--- src/rtl/pin_mux_regs.svh ---
`ifndef PIN_MUX_REGS_SVH
`define PIN_MUX_REGS_SVH
// Register byte offsets
`define OFS_PA_HIGH 12'h000
`define OFS_PB_LOW 12'h004
`define OFS_PB_HIGH 12'h008
`define OFS_PC_LOW 12'h00C
`define OFS_PC_HIGH 12'h010
`define OFS_PD_LOW 12'h014
`define OFS_SDI_SRC 12'h018
// Reset value of every select register
`define SEL_RESET 8'h00
// Writable bit masks of the port A high selector per variant, and of the SDI source selector
`define PA_MASK_SMALL 8'hCF
`define PA_MASK_MID 8'hFF
`define PA_MASK_LARGE 8'h0F
`define SDI_SRC_MASK 8'h03
// Field codes
`define CODE_GPIO 2'h0
`define CODE_ONE 2'h1
`define CODE_TWO 2'h2
`define CODE_THREE 2'h3
`endif

--- src/rtl/pin_mux_pkg.sv ---
package pin_mux_pkg;
  typedef enum logic [1:0] {
    VAR_SMALL = 2'h0,
    VAR_MID = 2'h1,
    VAR_LARGE = 2'h2
  } variant_e;

  typedef struct packed {
    logic [7:0] pa_high;
    logic [7:0] pb_low;
    logic [7:0] pb_high;
    logic [7:0] pc_low;
    logic [7:0] pc_high;
    logic [7:0] pd_low;
    logic [7:0] sdi_src;
  } regs_s;
endpackage : pin_mux_pkg

--- src/rtl/port_pin_function_mux.sv ---
`timescale 1ns/100ps
`include "pin_mux_regs.svh"
module port_pin_function_mux #(
  parameter pin_mux_pkg::variant_e VARIANT = pin_mux_pkg::VAR_MID
) (
  // APB
  input wire logic pclk,
  input wire logic presetn,
  input wire logic psel,
  input wire logic penable,
  input wire logic pwrite,
  input wire logic [11:0] paddr,
  input wire logic [31:0] pwdata,
  output logic [31:0] prdata,
  output logic pready,
  output logic pslverr,
  // General I/O side, pins A4..A7, B0 and B4..B7, C0..C3
  input wire logic [3:0] gpio_a_out,
  input wire logic [3:0] gpio_a_oe_n,
  input wire logic [4:0] gpio_b_out,
  input wire logic [4:0] gpio_b_oe_n,
  input wire logic [3:0] gpio_c_out,
  input wire logic [3:0] gpio_c_oe_n,
  // Peripheral outputs
  input wire logic compact_timer1_out,
  input wire logic compact_timer0_out_inv,
  input wire logic periodic_timer_out_inv,
  input wire logic uart_tx,
  input wire logic spi_sdo,
  input wire logic sdi_out,
  input wire logic sdi_oe_n,
  input wire logic sck_out,
  input wire logic sck_oe_n,
  // Pin drive, A4..A7, B0 and B4..B7, C0..C3
  output logic [3:0] pin_a_out,
  output logic [3:0] pin_a_oe_n,
  output logic [4:0] pin_b_out,
  output logic [4:0] pin_b_oe_n,
  output logic [3:0] pin_c_out,
  output logic [3:0] pin_c_oe_n,
  // Pin levels seen
  input wire logic [3:0] pin_a_in,
  input wire logic [4:0] pin_b_in,
  // Routed inputs and analog selects
  output logic uart_rx,
  output logic sck_in,
  output logic sdi_in,
  output logic ext_irq0_in,
  output logic ext_irq1_in,
  output logic compact_timer0_clk_in,
  output logic periodic_timer_clk_in,
  output logic standard_timer_clk_in,
  output logic periodic_timer_capture_in,
  output logic crystal_pin_two,
  output logic vref_sel,
  output logic [4:0] analog_sel,
  output logic [8:1] touch_key_sel
);

  pin_mux_pkg::regs_s r_q, r_d;
  logic [31:0] rd_d;
  logic [31:0] rdata_q;

  // Writable mask of port A high selector per variant
  function automatic logic [7:0] pa_mask(input pin_mux_pkg::variant_e v);
    case (v)
      pin_mux_pkg::VAR_SMALL: pa_mask = `PA_MASK_SMALL;
      pin_mux_pkg::VAR_LARGE: pa_mask = `PA_MASK_LARGE;
      default: pa_mask = `PA_MASK_MID;
    endcase
  endfunction : pa_mask

  function automatic logic [1:0] fld(input logic [7:0] r, input int i);
    fld = r[2*i +: 2];
  endfunction : fld

  logic wr, rd;
  assign wr = psel && penable && pwrite;
  assign rd = psel && !penable && !pwrite;
  assign pready = 1'b1;
  assign pslverr = 1'b0;
  assign prdata = rdata_q;

  ////////////////////////////////////////////////////////////////////////////
  // Register file
  always_comb begin
    r_d = r_q;
    rd_d = rdata_q;
    if (wr) begin
      case (paddr)
        `OFS_PA_HIGH: r_d.pa_high = pwdata[7:0] & pa_mask(VARIANT);
        `OFS_PB_LOW: r_d.pb_low = pwdata[7:0];
        `OFS_PB_HIGH: r_d.pb_high = pwdata[7:0];
        `OFS_PC_LOW: r_d.pc_low = pwdata[7:0];
        `OFS_PC_HIGH: r_d.pc_high = pwdata[7:0];
        `OFS_PD_LOW: r_d.pd_low = pwdata[7:0];
        `OFS_SDI_SRC: r_d.sdi_src = pwdata[7:0] & `SDI_SRC_MASK;
        default: ;
      endcase
    end
    if (rd) begin
      case (paddr)
        `OFS_PA_HIGH: rd_d = {24'h000000, r_q.pa_high};
        `OFS_PB_LOW: rd_d = {24'h000000, r_q.pb_low};
        `OFS_PB_HIGH: rd_d = {24'h000000, r_q.pb_high};
        `OFS_PC_LOW: rd_d = {24'h000000, r_q.pc_low};
        `OFS_PC_HIGH: rd_d = {24'h000000, r_q.pc_high};
        `OFS_PD_LOW: rd_d = {24'h000000, r_q.pd_low};
        `OFS_SDI_SRC: rd_d = {24'h000000, r_q.sdi_src};
        default: rd_d = 32'h00000000;
      endcase
    end
  end

  always_ff @(posedge pclk or negedge presetn) begin
    if (!presetn) begin
      r_q <= {7{`SEL_RESET}};
      rdata_q <= 32'h00000000;
    end else begin
      r_q <= r_d;
      rdata_q <= rd_d;
    end
  end

  ////////////////////////////////////////////////////////////////////////////
  // Pin routing
  logic [1:0] pin_a7_func_field, pin_a6_func_field, pin_a5_func_field, pin_a4_func_field;
  logic [1:0] pin_b0_func_field, pin_b7_func_field, pin_b6_func_field;
  logic [1:0] pin_b5_func_field, pin_b4_func_field;
  logic [1:0] serial_data_in_source_sel;
  assign pin_a4_func_field = fld(r_q.pa_high, 0);
  assign pin_a5_func_field = fld(r_q.pa_high, 1);
  assign pin_a6_func_field = fld(r_q.pa_high, 2);
  assign pin_a7_func_field = fld(r_q.pa_high, 3);
  assign pin_b0_func_field = fld(r_q.pb_low, 0);
  assign pin_b4_func_field = fld(r_q.pb_high, 0);
  assign pin_b5_func_field = fld(r_q.pb_high, 1);
  assign pin_b6_func_field = fld(r_q.pb_high, 2);
  assign pin_b7_func_field = fld(r_q.pb_high, 3);
  assign serial_data_in_source_sel = r_q.sdi_src[1:0];

  logic a5_tx, a5_sdi, a7_tx, a7_sdi, a6_rx, a6_sck;
  always_comb begin
    pin_a_out = gpio_a_out;
    pin_a_oe_n = gpio_a_oe_n;
    pin_b_out = gpio_b_out;
    pin_b_oe_n = gpio_b_oe_n;
    pin_c_out = gpio_c_out;
    pin_c_oe_n = gpio_c_oe_n;
    crystal_pin_two = 1'b0;
    vref_sel = 1'b0;
    analog_sel = 5'h00;
    touch_key_sel = 8'h00;
    a5_tx = 1'b0;
    a5_sdi = 1'b0;
    a7_tx = 1'b0;
    a7_sdi = 1'b0;
    a6_rx = 1'b0;
    a6_sck = 1'b0;
    // Pin A4
    case (pin_a4_func_field)
      `CODE_ONE: begin pin_a_out[0] = spi_sdo; pin_a_oe_n[0] = 1'b0; end
      `CODE_TWO: begin crystal_pin_two = 1'b1; pin_a_oe_n[0] = 1'b1; end
      default: ;
    endcase
    // Pin A5
    case (pin_a5_func_field)
      `CODE_ONE: begin pin_a_out[1] = compact_timer0_out_inv; pin_a_oe_n[1] = 1'b0; end
      `CODE_TWO: a5_tx = (VARIANT != pin_mux_pkg::VAR_LARGE);
      `CODE_THREE: a5_sdi = (VARIANT != pin_mux_pkg::VAR_LARGE);
      default: ;
    endcase
    if (a5_tx) begin pin_a_out[1] = uart_tx; pin_a_oe_n[1] = 1'b0; end
    if (a5_sdi) begin pin_a_out[1] = sdi_out; pin_a_oe_n[1] = sdi_oe_n; end
    // Pin A6 (middle variant only)
    if (VARIANT == pin_mux_pkg::VAR_MID) begin
      a6_rx = (pin_a6_func_field == `CODE_TWO);
      a6_sck = (pin_a6_func_field == `CODE_THREE);
    end
    if (a6_rx) pin_a_oe_n[2] = 1'b1;
    if (a6_sck) begin pin_a_out[2] = sck_out; pin_a_oe_n[2] = sck_oe_n; end
    // Pin A7
    if (VARIANT == pin_mux_pkg::VAR_SMALL && pin_a7_func_field == `CODE_ONE) begin
      pin_a_out[3] = compact_timer1_out;
      pin_a_oe_n[3] = 1'b0;
    end
    if (VARIANT == pin_mux_pkg::VAR_MID) begin
      a7_tx = (pin_a7_func_field == `CODE_TWO);
      a7_sdi = (pin_a7_func_field == `CODE_THREE);
    end
    if (a7_tx) begin pin_a_out[3] = uart_tx; pin_a_oe_n[3] = 1'b0; end
    if (a7_sdi) begin pin_a_out[3] = sdi_out; pin_a_oe_n[3] = sdi_oe_n; end
    // Pin B0
    case (pin_b0_func_field)
      `CODE_ONE: begin pin_b_out[0] = sdi_out; pin_b_oe_n[0] = sdi_oe_n; end
      `CODE_TWO: begin vref_sel = 1'b1; pin_b_oe_n[0] = 1'b1; end
      `CODE_THREE: begin analog_sel[0] = 1'b1; pin_b_oe_n[0] = 1'b1; end
      default: ;
    endcase
    // Pin B4
    case (pin_b4_func_field)
      `CODE_ONE: begin pin_b_out[1] = periodic_timer_out_inv; pin_b_oe_n[1] = 1'b0; end
      `CODE_TWO: begin touch_key_sel[1] = 1'b1; pin_b_oe_n[1] = 1'b1; end
      `CODE_THREE: begin analog_sel[1] = 1'b1; pin_b_oe_n[1] = 1'b1; end
      default: ;
    endcase
    // Pins B5..B7: key or analog, else GPIO with input function
    for (int i = 1; i < 4; i++) begin
      if (fld(r_q.pb_high, i) == `CODE_TWO) begin
        touch_key_sel[i+1] = 1'b1;
        pin_b_oe_n[i+1] = 1'b1;
      end else if (fld(r_q.pb_high, i) == `CODE_THREE) begin
        analog_sel[i+1] = 1'b1;
        pin_b_oe_n[i+1] = 1'b1;
      end
    end
    // Port C pins 0..3 to keys 5..8
    for (int i = 0; i < 4; i++) begin
      if (fld(r_q.pc_low, i) == `CODE_TWO) begin
        touch_key_sel[i+5] = 1'b1;
        pin_c_oe_n[i] = 1'b1;
      end
    end
  end

  ////////////////////////////////////////////////////////////////////////////
  // Peripheral inputs
  assign uart_rx = a6_rx ? pin_a_in[2] : 1'b1;
  assign sck_in = a6_sck ? pin_a_in[2] : 1'b1;
  assign ext_irq0_in = (!a6_rx && !a6_sck) ? pin_a_in[2] : 1'b0;
  assign compact_timer0_clk_in = ext_irq0_in;
  assign ext_irq1_in = (pin_b7_func_field[1] == 1'b0) ? pin_b_in[4] : 1'b0;
  assign periodic_timer_clk_in = (pin_b6_func_field[1] == 1'b0) ? pin_b_in[3] : 1'b0;
  assign standard_timer_clk_in = (pin_b5_func_field[1] == 1'b0) ? pin_b_in[2] : 1'b0;
  assign periodic_timer_capture_in =
    (pin_b4_func_field == `CODE_GPIO) ? pin_b_in[1] : 1'b0;
  // Source chosen only by its own selector
  assign sdi_in = serial_data_in_source_sel[0] ? pin_a_in[1] : pin_b_in[0];

  ////////////////////////////////////////////////////////////////////////////
  // Checks
  a_pa_unused_zero: assert property (@(posedge pclk) disable iff (!presetn)
    (r_q.pa_high & ~pa_mask(VARIANT)) == 8'h00)
    else $error("unimplemented port A bits set");
  a_b0_analog: assert property (@(posedge pclk) disable iff (!presetn)
    pin_b0_func_field == `CODE_THREE |-> analog_sel[0] && pin_b_oe_n[0])
    else $error("B0 analog route wrong");
  a_a4_sdo: assert property (@(posedge pclk) disable iff (!presetn)
    pin_a4_func_field == `CODE_ONE |-> pin_a_out[0] == spi_sdo && !pin_a_oe_n[0])
    else $error("A4 SDO route wrong");
  a_a5_inv: assert property (@(posedge pclk) disable iff (!presetn)
    pin_a5_func_field == `CODE_ONE |-> pin_a_out[1] == compact_timer0_out_inv)
    else $error("A5 timer route wrong");
  a_c_keys: assert property (@(posedge pclk) disable iff (!presetn)
    touch_key_sel[8:5] == {fld(r_q.pc_low, 3) == `CODE_TWO, fld(r_q.pc_low, 2) == `CODE_TWO,
      fld(r_q.pc_low, 1) == `CODE_TWO, fld(r_q.pc_low, 0) == `CODE_TWO})
    else $error("port C key route wrong");
  a_b4_inv: assert property (@(posedge pclk) disable iff (!presetn)
    pin_b4_func_field == `CODE_ONE |-> pin_b_out[1] == periodic_timer_out_inv)
    else $error("B4 timer route wrong");
  a_b7_key: assert property (@(posedge pclk) disable iff (!presetn)
    pin_b7_func_field == `CODE_TWO |-> touch_key_sel[4] && !ext_irq1_in)
    else $error("B7 key route wrong");
  a_gpio_dup: assert property (@(posedge pclk) disable iff (!presetn)
    pin_b6_func_field == `CODE_ONE |-> pin_b_out[3] == gpio_b_out[3]
      && !touch_key_sel[3] && !analog_sel[3])
    else $error("B6 duplicate code not GPIO");
  a_write_lands: assert property (@(posedge pclk) disable iff (!presetn)
    wr && paddr == `OFS_PB_HIGH |=> r_q.pb_high == $past(pwdata[7:0]))
    else $error("write did not land");

endmodule : port_pin_function_mux

--- config.mk ---
export PLATFORM = sky130hd
export DESIGN_NAME = port_pin_function_mux
export DESIGN_NICKNAME = d
export VERILOG_FILES = /design/src/rtl/pin_mux_pkg.sv /design/src/rtl/port_pin_function_mux.sv
export VERILOG_INCLUDE_DIRS = /design/src /design/src/rtl
export SDC_FILE = /design/constraint.sdc
export NUM_CORES = 1
export LEC_CHECK = 0
export ABC_AREA = 1
export BUFFER_PORTS_ARGS = -buffer_cell sky130_fd_sc_hd__buf_2
export CAP_MARGIN = 10
export CORE_MARGIN = 2
export CORE_UTILIZATION = 50
export CTS_CLUSTER_SIZE = 10
export DETAILED_ROUTE_END_ITERATION = 16
export GPL_TIMING_DRIVEN = 0
export MAX_ROUTING_LAYER = met4
export PLACE_DENSITY_LB_ADDON = 0.2
export SETUP_SLACK_MARGIN = 0.2
export SKIP_CTS_REPAIR_TIMING = 1
export SLEW_MARGIN = 20
export SYNTH_ARGS = -nofsm -noshare
export SYNTH_HDL_FRONTEND = slang
export SYNTH_SLANG_ARGS = --single-unit
--- constraint.sdc ---
create_clock -name pclk -period 2 [get_ports pclk]
set_input_delay 0.1 -clock pclk [delete_from_list [all_inputs] [get_ports pclk]]
set_output_delay 0.1 -clock pclk [all_outputs]
set_load 0.1 [all_outputs]
==> impl_metrics.env, run 1 <==
export IMPL_status="finished clean"
export IMPL_die_width_um=89.15
export IMPL_dieHeight_um=89.15
export IMPL_yosysUniqueCellTypes=33
export IMPL_antenna_found_initial=0
export IMPL_syn2layout_area_growth_pct=31.55
export IMPL_postRouteAntennaNets=0
export IMPL_root_buffer="clkbuf_8"
export IMPL_cp_required_ps=1900
export IMPL_crit_chain="ha_2 > mux2_2 > buf_4"
export IMPL_io_buffer_count=116
export IMPL_final_util=0.6681
export IMPL_dp_hpwl_mm=7.079
export IMPL_syn_area_per_cell_um2=7.583
export IMPL_p_total_uw=3137
export IMPL_first_iter_violations=202
export IMPL_drv_slew=0
export IMPL_crit_path_end_kind="output pin"
export IMPL_tightest_slew_ps=725.1
export IMPL_crit_buf_inv=1
export IMPL_yosysWarnings=0
export IMPL_grt_max_degree=59
export IMPL_routabilityCongestion=0.8117
export IMPL_crit_fanout=3
export IMPL_wl_per_cell_um=12.10
export IMPL_ys_ff_latch=58
export IMPL_maxCapViolations=0
export IMPL_cts_buffer_depth=2
export IMPL_crit_arrival_ps=1640
export IMPL_p_sw_frac=0.3477
export IMPL_grt_overflow_total=0
export IMPL_path_clk_slew_ps=70
export IMPL_seqPwrFrac=0.375
export IMPL_layout_nets=726
export IMPL_core_mm2=0.007137
export IMPL_fillers=636
export IMPL_synth_top_cell_by_area="dfrtp_1"
export IMPL_clock_latency_ps=350
export IMPL_critPathSlowestCell="dfrtp_1"
export IMPL_routed_wl_mm=8.895
export IMPL_ios=177
export IMPL_ys_seq_area_frac=0.4004
export IMPL_vias=3510
export IMPL_drive_gt1_frac=0.3758
export IMPL_finalInstanceArea_mm2=0.004768
export IMPL_period_minus_slack_ps=1736
export IMPL_rsz0062_at_grt="yes"
export IMPL_finalSetupViolCount=0
export IMPL_cts_tree="built"
export IMPL_skew_ps=4.612
export IMPL_drc=0
export IMPL_p_int_uw=2046
export IMPL_critPathKind="reg -> out"
export IMPL_place_area_mm2=0.004522
export IMPL_crit_family="flip-flops"
export IMPL_clock_sinks=58
export IMPL_hold_violations=0
export IMPL_pwr_share_clk=0.386
export IMPL_synth_area_top_cells="dfrtp_1 (40%), nand2_1 (13%), buf_4 (7.7%), nand3_1 (5.7%), o21ai_1 (5.7%)"
export IMPL_hp_class="in -> reg"
export IMPL_antennaDiodeCount=0
export IMPL_grt_pass1_vias=2960
export IMPL_die_area_mm2=0.007947
export IMPL_cts_made_buffers=9
export IMPL_grt_pass1_wl_mm=13.73
export IMPL_clock_fmax_ghz=0.5760
export IMPL_peakVddDrop_v=0.0004510
export IMPL_p_leak_uw=0.002607
export IMPL_drtPass1Iterations=5
export IMPL_start_util=0.5079
export IMPL_combPwrFrac=0.239
export IMPL_pre_cts_ws_ps=534.5
export IMPL_relSlewSlack=0.5166
export IMPL_fin_ws_ps=263.8
export IMPL_viasPerCell=4.776
export IMPL_finalSetupTns_ps=0
export IMPL_fin_crit_sh=0.8681
export IMPL_netlist_area_mm2=0.003625
export IMPL_powerDensity_mw_per_mm2=657.9
export IMPL_power_switching_uw=1091
export IMPL_htree_levels=3
export IMPL_grt_usage=0.2334
export IMPL_cpPeakStageDelay_ps=400
export IMPL_syn_inst=478
export IMPL_synth_top_area_share=0.4004
export IMPL_start_kind="flip-flop"
export IMPL_rows=31
routing by layer:
metal | vias to the layer above | global-route usage | share of wire
met4 | 0 | 0.08955 | 0.015
met3 | 12 | 0.04155 | 0.075
met1 | 1589 | 0.2741 | 0.40
met2 | 149 | 0.3980 | 0.51
met5 | - | - | 0
li1 | 1760 | - | -
registers in the layout, indices dropped and copies added, names as in the netlist:
| name | count |
|---|---|
| pin_a5_func_field | 2 |
| pin_a6_func_field | 2 |
| pin_b6_func_field | 2 |
| pin_b7_func_field | 2 |
| pin_b4_func_field | 2 |
| pin_a7_func_field | 2 |
| r_q | 32 |
| pin_a4_func_field | 2 |
| prdata | 8 |
| pin_b0_func_field | 2 |
| pin_b5_func_field | 2 |
Yosys cell counts:
| cell type | count |
|---|---|
| nand3_4 | 5 |
| o22a_1 | 1 |
| nand2_2 | 5 |
| dfrtp_1 | 58 |
| clkbuf_1 | 2 |
| ha_1 | 2 |
| nor2_4 | 4 |
| nand2_4 | 1 |
| conb_1 | 2 |
| inv_4 | 1 |
| nor3_1 | 1 |
| inv_1 | 53 |
| a21oi_1 | 3 |
| inv_2 | 2 |
| nand3_1 | 41 |
| o21ai_2 | 7 |
| nand2_1 | 121 |
| buf_6 | 6 |
| nor2_1 | 53 |
| buf_4 | 37 |
| or2_2 | 4 |
| o21ai_0 | 6 |
| nand3_2 | 1 |
| o22ai_1 | 1 |
| o31ai_1 | 1 |
| o21ai_1 | 41 |
| o211ai_1 | 1 |
| nor3b_1 | 1 |
| mux2_2 | 3 |
| nor2_2 | 9 |
| nor2_8 | 2 |
| a31oi_1 | 2 |
| nor3_2 | 1 |
power by group through the flow:
stage / Sequential (uW) / Clock, uW / Combinational [uW]
6_report: 1180 / 1210 / 750
5_1_grt: 1170 / 1270 / 786
4_1_cts: 1180 / 1220 / 747
3_5_place_dp: 1200 / 0 / 746
3_3_place_gp: 1200 / 0 / 740
2_1_floorplan: 1200 / 0 / 614
stage by stage:
stage / hold slack (ps) / cells
6_report: 75.48 / 735
5_1_grt: 94.82 / 735
4_1_cts: -165.0 / 733
3_5_place_dp: 207.7 / 717
3_3_place_gp: 432.7 / 717
2_1_floorplan: -195.6 / 502
kinds of logic (layout without fill, tap and decap cells):
group | Yosys count | in the layout | synth area share
adder cells (fa/ha/maj) | 2 | 2 | 0.006903
other | 2 | 26 | 0.002072
multiplexers | 3 | 3 | 0.009319
flip-flops | 58 | 58 | 0.4004
buffers and inverters | 101 | 235 | 0.1560
AO/OA/AOI/OAI | 63 | 63 | 0.09769
AND/OR/NAND/NOR | 249 | 249 | 0.3276
final cells by class:
class                           instances  area, um^2  share of cell area
Timing Repair Buffer                  118       610.6              0.1281
Tap cell                               99       123.9             0.02598
Multi-Input combinational cell        343        1798              0.3771
Inverter                               56       212.7             0.04461
Clock buffer                           11       141.4             0.02965
Buffer                                 45       352.8             0.07400
Sequential cell                        58        1451              0.3044
Clock inverter                          5       77.57             0.01627
worst register-to-register path: stages (launching register included):
cell      delay [ps]
dfrtp_1          320
clkbuf_1         320
nand3_1          130
nand2_1           90
nor2_1            40
nand2_1           80
nand2_1           60
nand2_1           70
cell usage in the layout (no fill, tap or decap), types with 2 or more instances in the layout:
cell type,count
mux2_2,3
inv_2,4
o21ai_2,8
dfrtp_1,58
clkbuf_4,3
nor2_4,11
buf_4,40
nand3_1,41
o21ai_1,44
nor2_2,13
clkbuf_1,3
nor2_1,42
or2_2,4
bufinv_16,2
a31oi_2,2
nor2_8,2
nand2_2,5
clkbuf_8,10
nand2_1,121
buf_2,111
clkinv_2,2
buf_6,6
conb_1,26
inv_1,51
nand3_4,5
a21oi_1,3
o21ai_0,2
worst paths after layout:
kind / slack, ps / endpoint / cells past startpoint / startpoint
min in group asynchronous: 350 / prdata[3] / 2 / presetn
worst max-delay path: 260 / pin_a_oe_n[0] / 3 / pin_a4_func_field[1]
worst min-delay path: 80 / prdata[4] / 4 / penable
worst min register to register: 470 / prdata[3] / 2 / prdata[3]
max in group asynchronous: 1160 / r_q[11] / 2 / presetn
worst max register to register: 840 / prdata[0] / 7 / pin_b4_func_field[0]
Note: power is estimated with default switching activity, not from simulation.
==> inputs of run 2 (changes only) <==
--- a/config.mk
+++ b/config.mk
@@ -10,12 +10,13 @@
 export BUFFER_PORTS_ARGS = -buffer_cell sky130_fd_sc_hd__buf_2
 export CAP_MARGIN = 10
 export CORE_MARGIN = 2
-export CORE_UTILIZATION = 50
+export CORE_UTILIZATION = 47
+export CTS_CLUSTER_DIAMETER = 200
 export CTS_CLUSTER_SIZE = 10
 export DETAILED_ROUTE_END_ITERATION = 16
 export GPL_TIMING_DRIVEN = 0
 export MAX_ROUTING_LAYER = met4
-export PLACE_DENSITY_LB_ADDON = 0.2
+export PLACE_DENSITY = 0.92
 export SETUP_SLACK_MARGIN = 0.2
 export SKIP_CTS_REPAIR_TIMING = 1
 export SLEW_MARGIN = 20
==> constraint.sdc (replaced) <==
create_clock -name pclk -period 1.9 [get_ports pclk]
set_input_delay 0.095 -clock pclk [delete_from_list [all_inputs] [get_ports pclk]]
set_output_delay 0.095 -clock pclk [all_outputs]
set_load 0.1 [all_outputs]
==> impl_metrics.env, run 2 (synthesis results as in run 1) <==
export IMPL_status="finished clean"
export IMPL_dp_cells=720
export IMPL_dp_hpwl_mm=7.178
export IMPL_crit_arrival_ps=1560
export IMPL_htree_levels=3
export IMPL_viasPerCell=4.825
export IMPL_critPathKind="reg -> out"
export IMPL_finalInstanceArea_mm2=0.004835
export IMPL_final_util=0.6355
export IMPL_layout_nets=726
export IMPL_final_cells=738
export IMPL_rows=32
export IMPL_powerDensity_mw_per_mm2=661.1
export IMPL_crit_fanout=8
export IMPL_grt_pass1_vias=3374
export IMPL_maxCapViolations=0
export IMPL_start_util=0.4765
export IMPL_antenna_found_initial=0
export IMPL_hp_class="in -> reg"
export IMPL_crit_path_end_kind="output pin"
export IMPL_regMostFlops="r_q"
export IMPL_first_iter_violations=162
export IMPL_core_mm2=0.007607
export IMPL_drv_slew=0
export IMPL_wl_per_cell_um=12.43
export IMPL_cts_made_buffers=9
export IMPL_p_leak_uw=0.002632
export IMPL_skew_ps=6.398
export IMPL_cp_required_ps=1800
export IMPL_finalSetupViolCount=0
export IMPL_peakVddDrop_v=0.0004156
export IMPL_clock_latency_ps=350
export IMPL_start_kind="flip-flop"
export IMPL_syn2layout_area_growth_pct=33.38
export IMPL_clock_fmax_ghz=0.6032
export IMPL_antennaDiodeCount=0
export IMPL_routed_wl_mm=9.173
export IMPL_drtPass1Iterations=5
export IMPL_grt_pass1_wl_mm=14.98
export IMPL_drc=0
export IMPL_grt_overflow_total=0
export IMPL_cts_buffer_depth=2
export IMPL_hold_violations=0
export IMPL_relSlewSlack=0.5189
export IMPL_path_clk_slew_ps=70
export IMPL_dieHeight_um=91.82
export IMPL_postRouteAntennaNets=0
export IMPL_cts_tree="built"
export IMPL_routabilityCongestion=0.8541
export IMPL_ios=177
export IMPL_grt_max_degree=59
export IMPL_finalSetupTns_ps=0
export IMPL_pre_cts_ws_ps=306.0
export IMPL_fin_ws_ps=242.2
export IMPL_drive_gt1_frac=0.3947
export IMPL_fin_crit_sh=0.8725
export IMPL_final_common_cell="nand2_1"
export IMPL_tightest_slew_ps=721.7
export IMPL_io_buffer_count=116
export IMPL_layout_common_cells="nand2_1 (118), buf_2 (109), dfrtp_1 (58)"
export IMPL_rsz0062_at_grt="yes"
export IMPL_period_minus_slack_ps=1658
export IMPL_place_area_mm2=0.004562
export IMPL_die_area_mm2=0.008431
export IMPL_root_buffer="clkbuf_8"
export IMPL_largest_reg_flops=32
export IMPL_grt_usage=0.2286
export IMPL_clock_sinks=58
export IMPL_vias=3561
export IMPL_die_width_um=91.82
-- run 2: changes by cell type in the layout (fill, tap and decap cells not counted), sizes merged --
cell | before | now
bufinv | 2 | 1
clkinv | 2 | 3
-- run 2: power by group --
part | switching [uW] | total, uW | internal, uW | leakage, uW
combinational | 645 | 802 | 157 | 0.00172
clock | 487 | 1160 | 669 | 0.000105
sequential | 1.22 | 1240 | 1240 | 0.000811
-- run 2: cell type report --
class                           instances  area [um^2]
Buffer                                 45        355.3
Clock buffer                           11        151.4
Clock inverter                          5        52.55
Fill cell                             654         2773
Inverter                               56        212.7
Multi-Input combinational cell        343         1848
Sequential cell                        58         1451
Tap cell                              102        127.6
Timing Repair Buffer                  118        635.6
-- run 2: metrics by stage --
| stage | total power (uW) | hold WS [ps] |
|---|---|---|
| after detailed placement | 2051 | 202.8 |
| after floorplan | 1911 | -200.6 |
| after global placement | 2044 | 423.9 |
| after CTS | 3196 | -160.4 |
| final | 3196 | 92.72 |
| after global routing | 3289 | 115.0 |
-- run 2: worst max-delay path: stages, from the launching register on --
cell      delay [ps]
dfrtp_1          330
clkbuf_2         240
a21oi_1          150
a31oi_4          150
clkbuf_4         350
-- run 2: routing by layer --
layer | vias to the layer above | GRT usage | wire length [um]
met2 | 150 | 0.4032 | 4635
li1 | 1755 | - | -
met5 | - | - | 0
met4 | 0 | 0.09577 | 167
met1 | 1642 | 0.2547 | 3651
met3 | 14 | 0.04191 | 719
-- run 2: worst paths after layout --
path,cells past startpoint,slack (ps),startpoint,end
min,4,90,pwrite,prdata[1]
max in group asynchronous,2,1080,presetn,pin_a5_func_field[0]
max reg2reg,7,760,pin_b0_func_field[0],prdata[0]
min in group asynchronous,2,350,presetn,prdata[5]
max,4,240,pin_b0_func_field[0],pin_b_out[0]
min reg2reg,2,480,prdata[5],prdata[5]
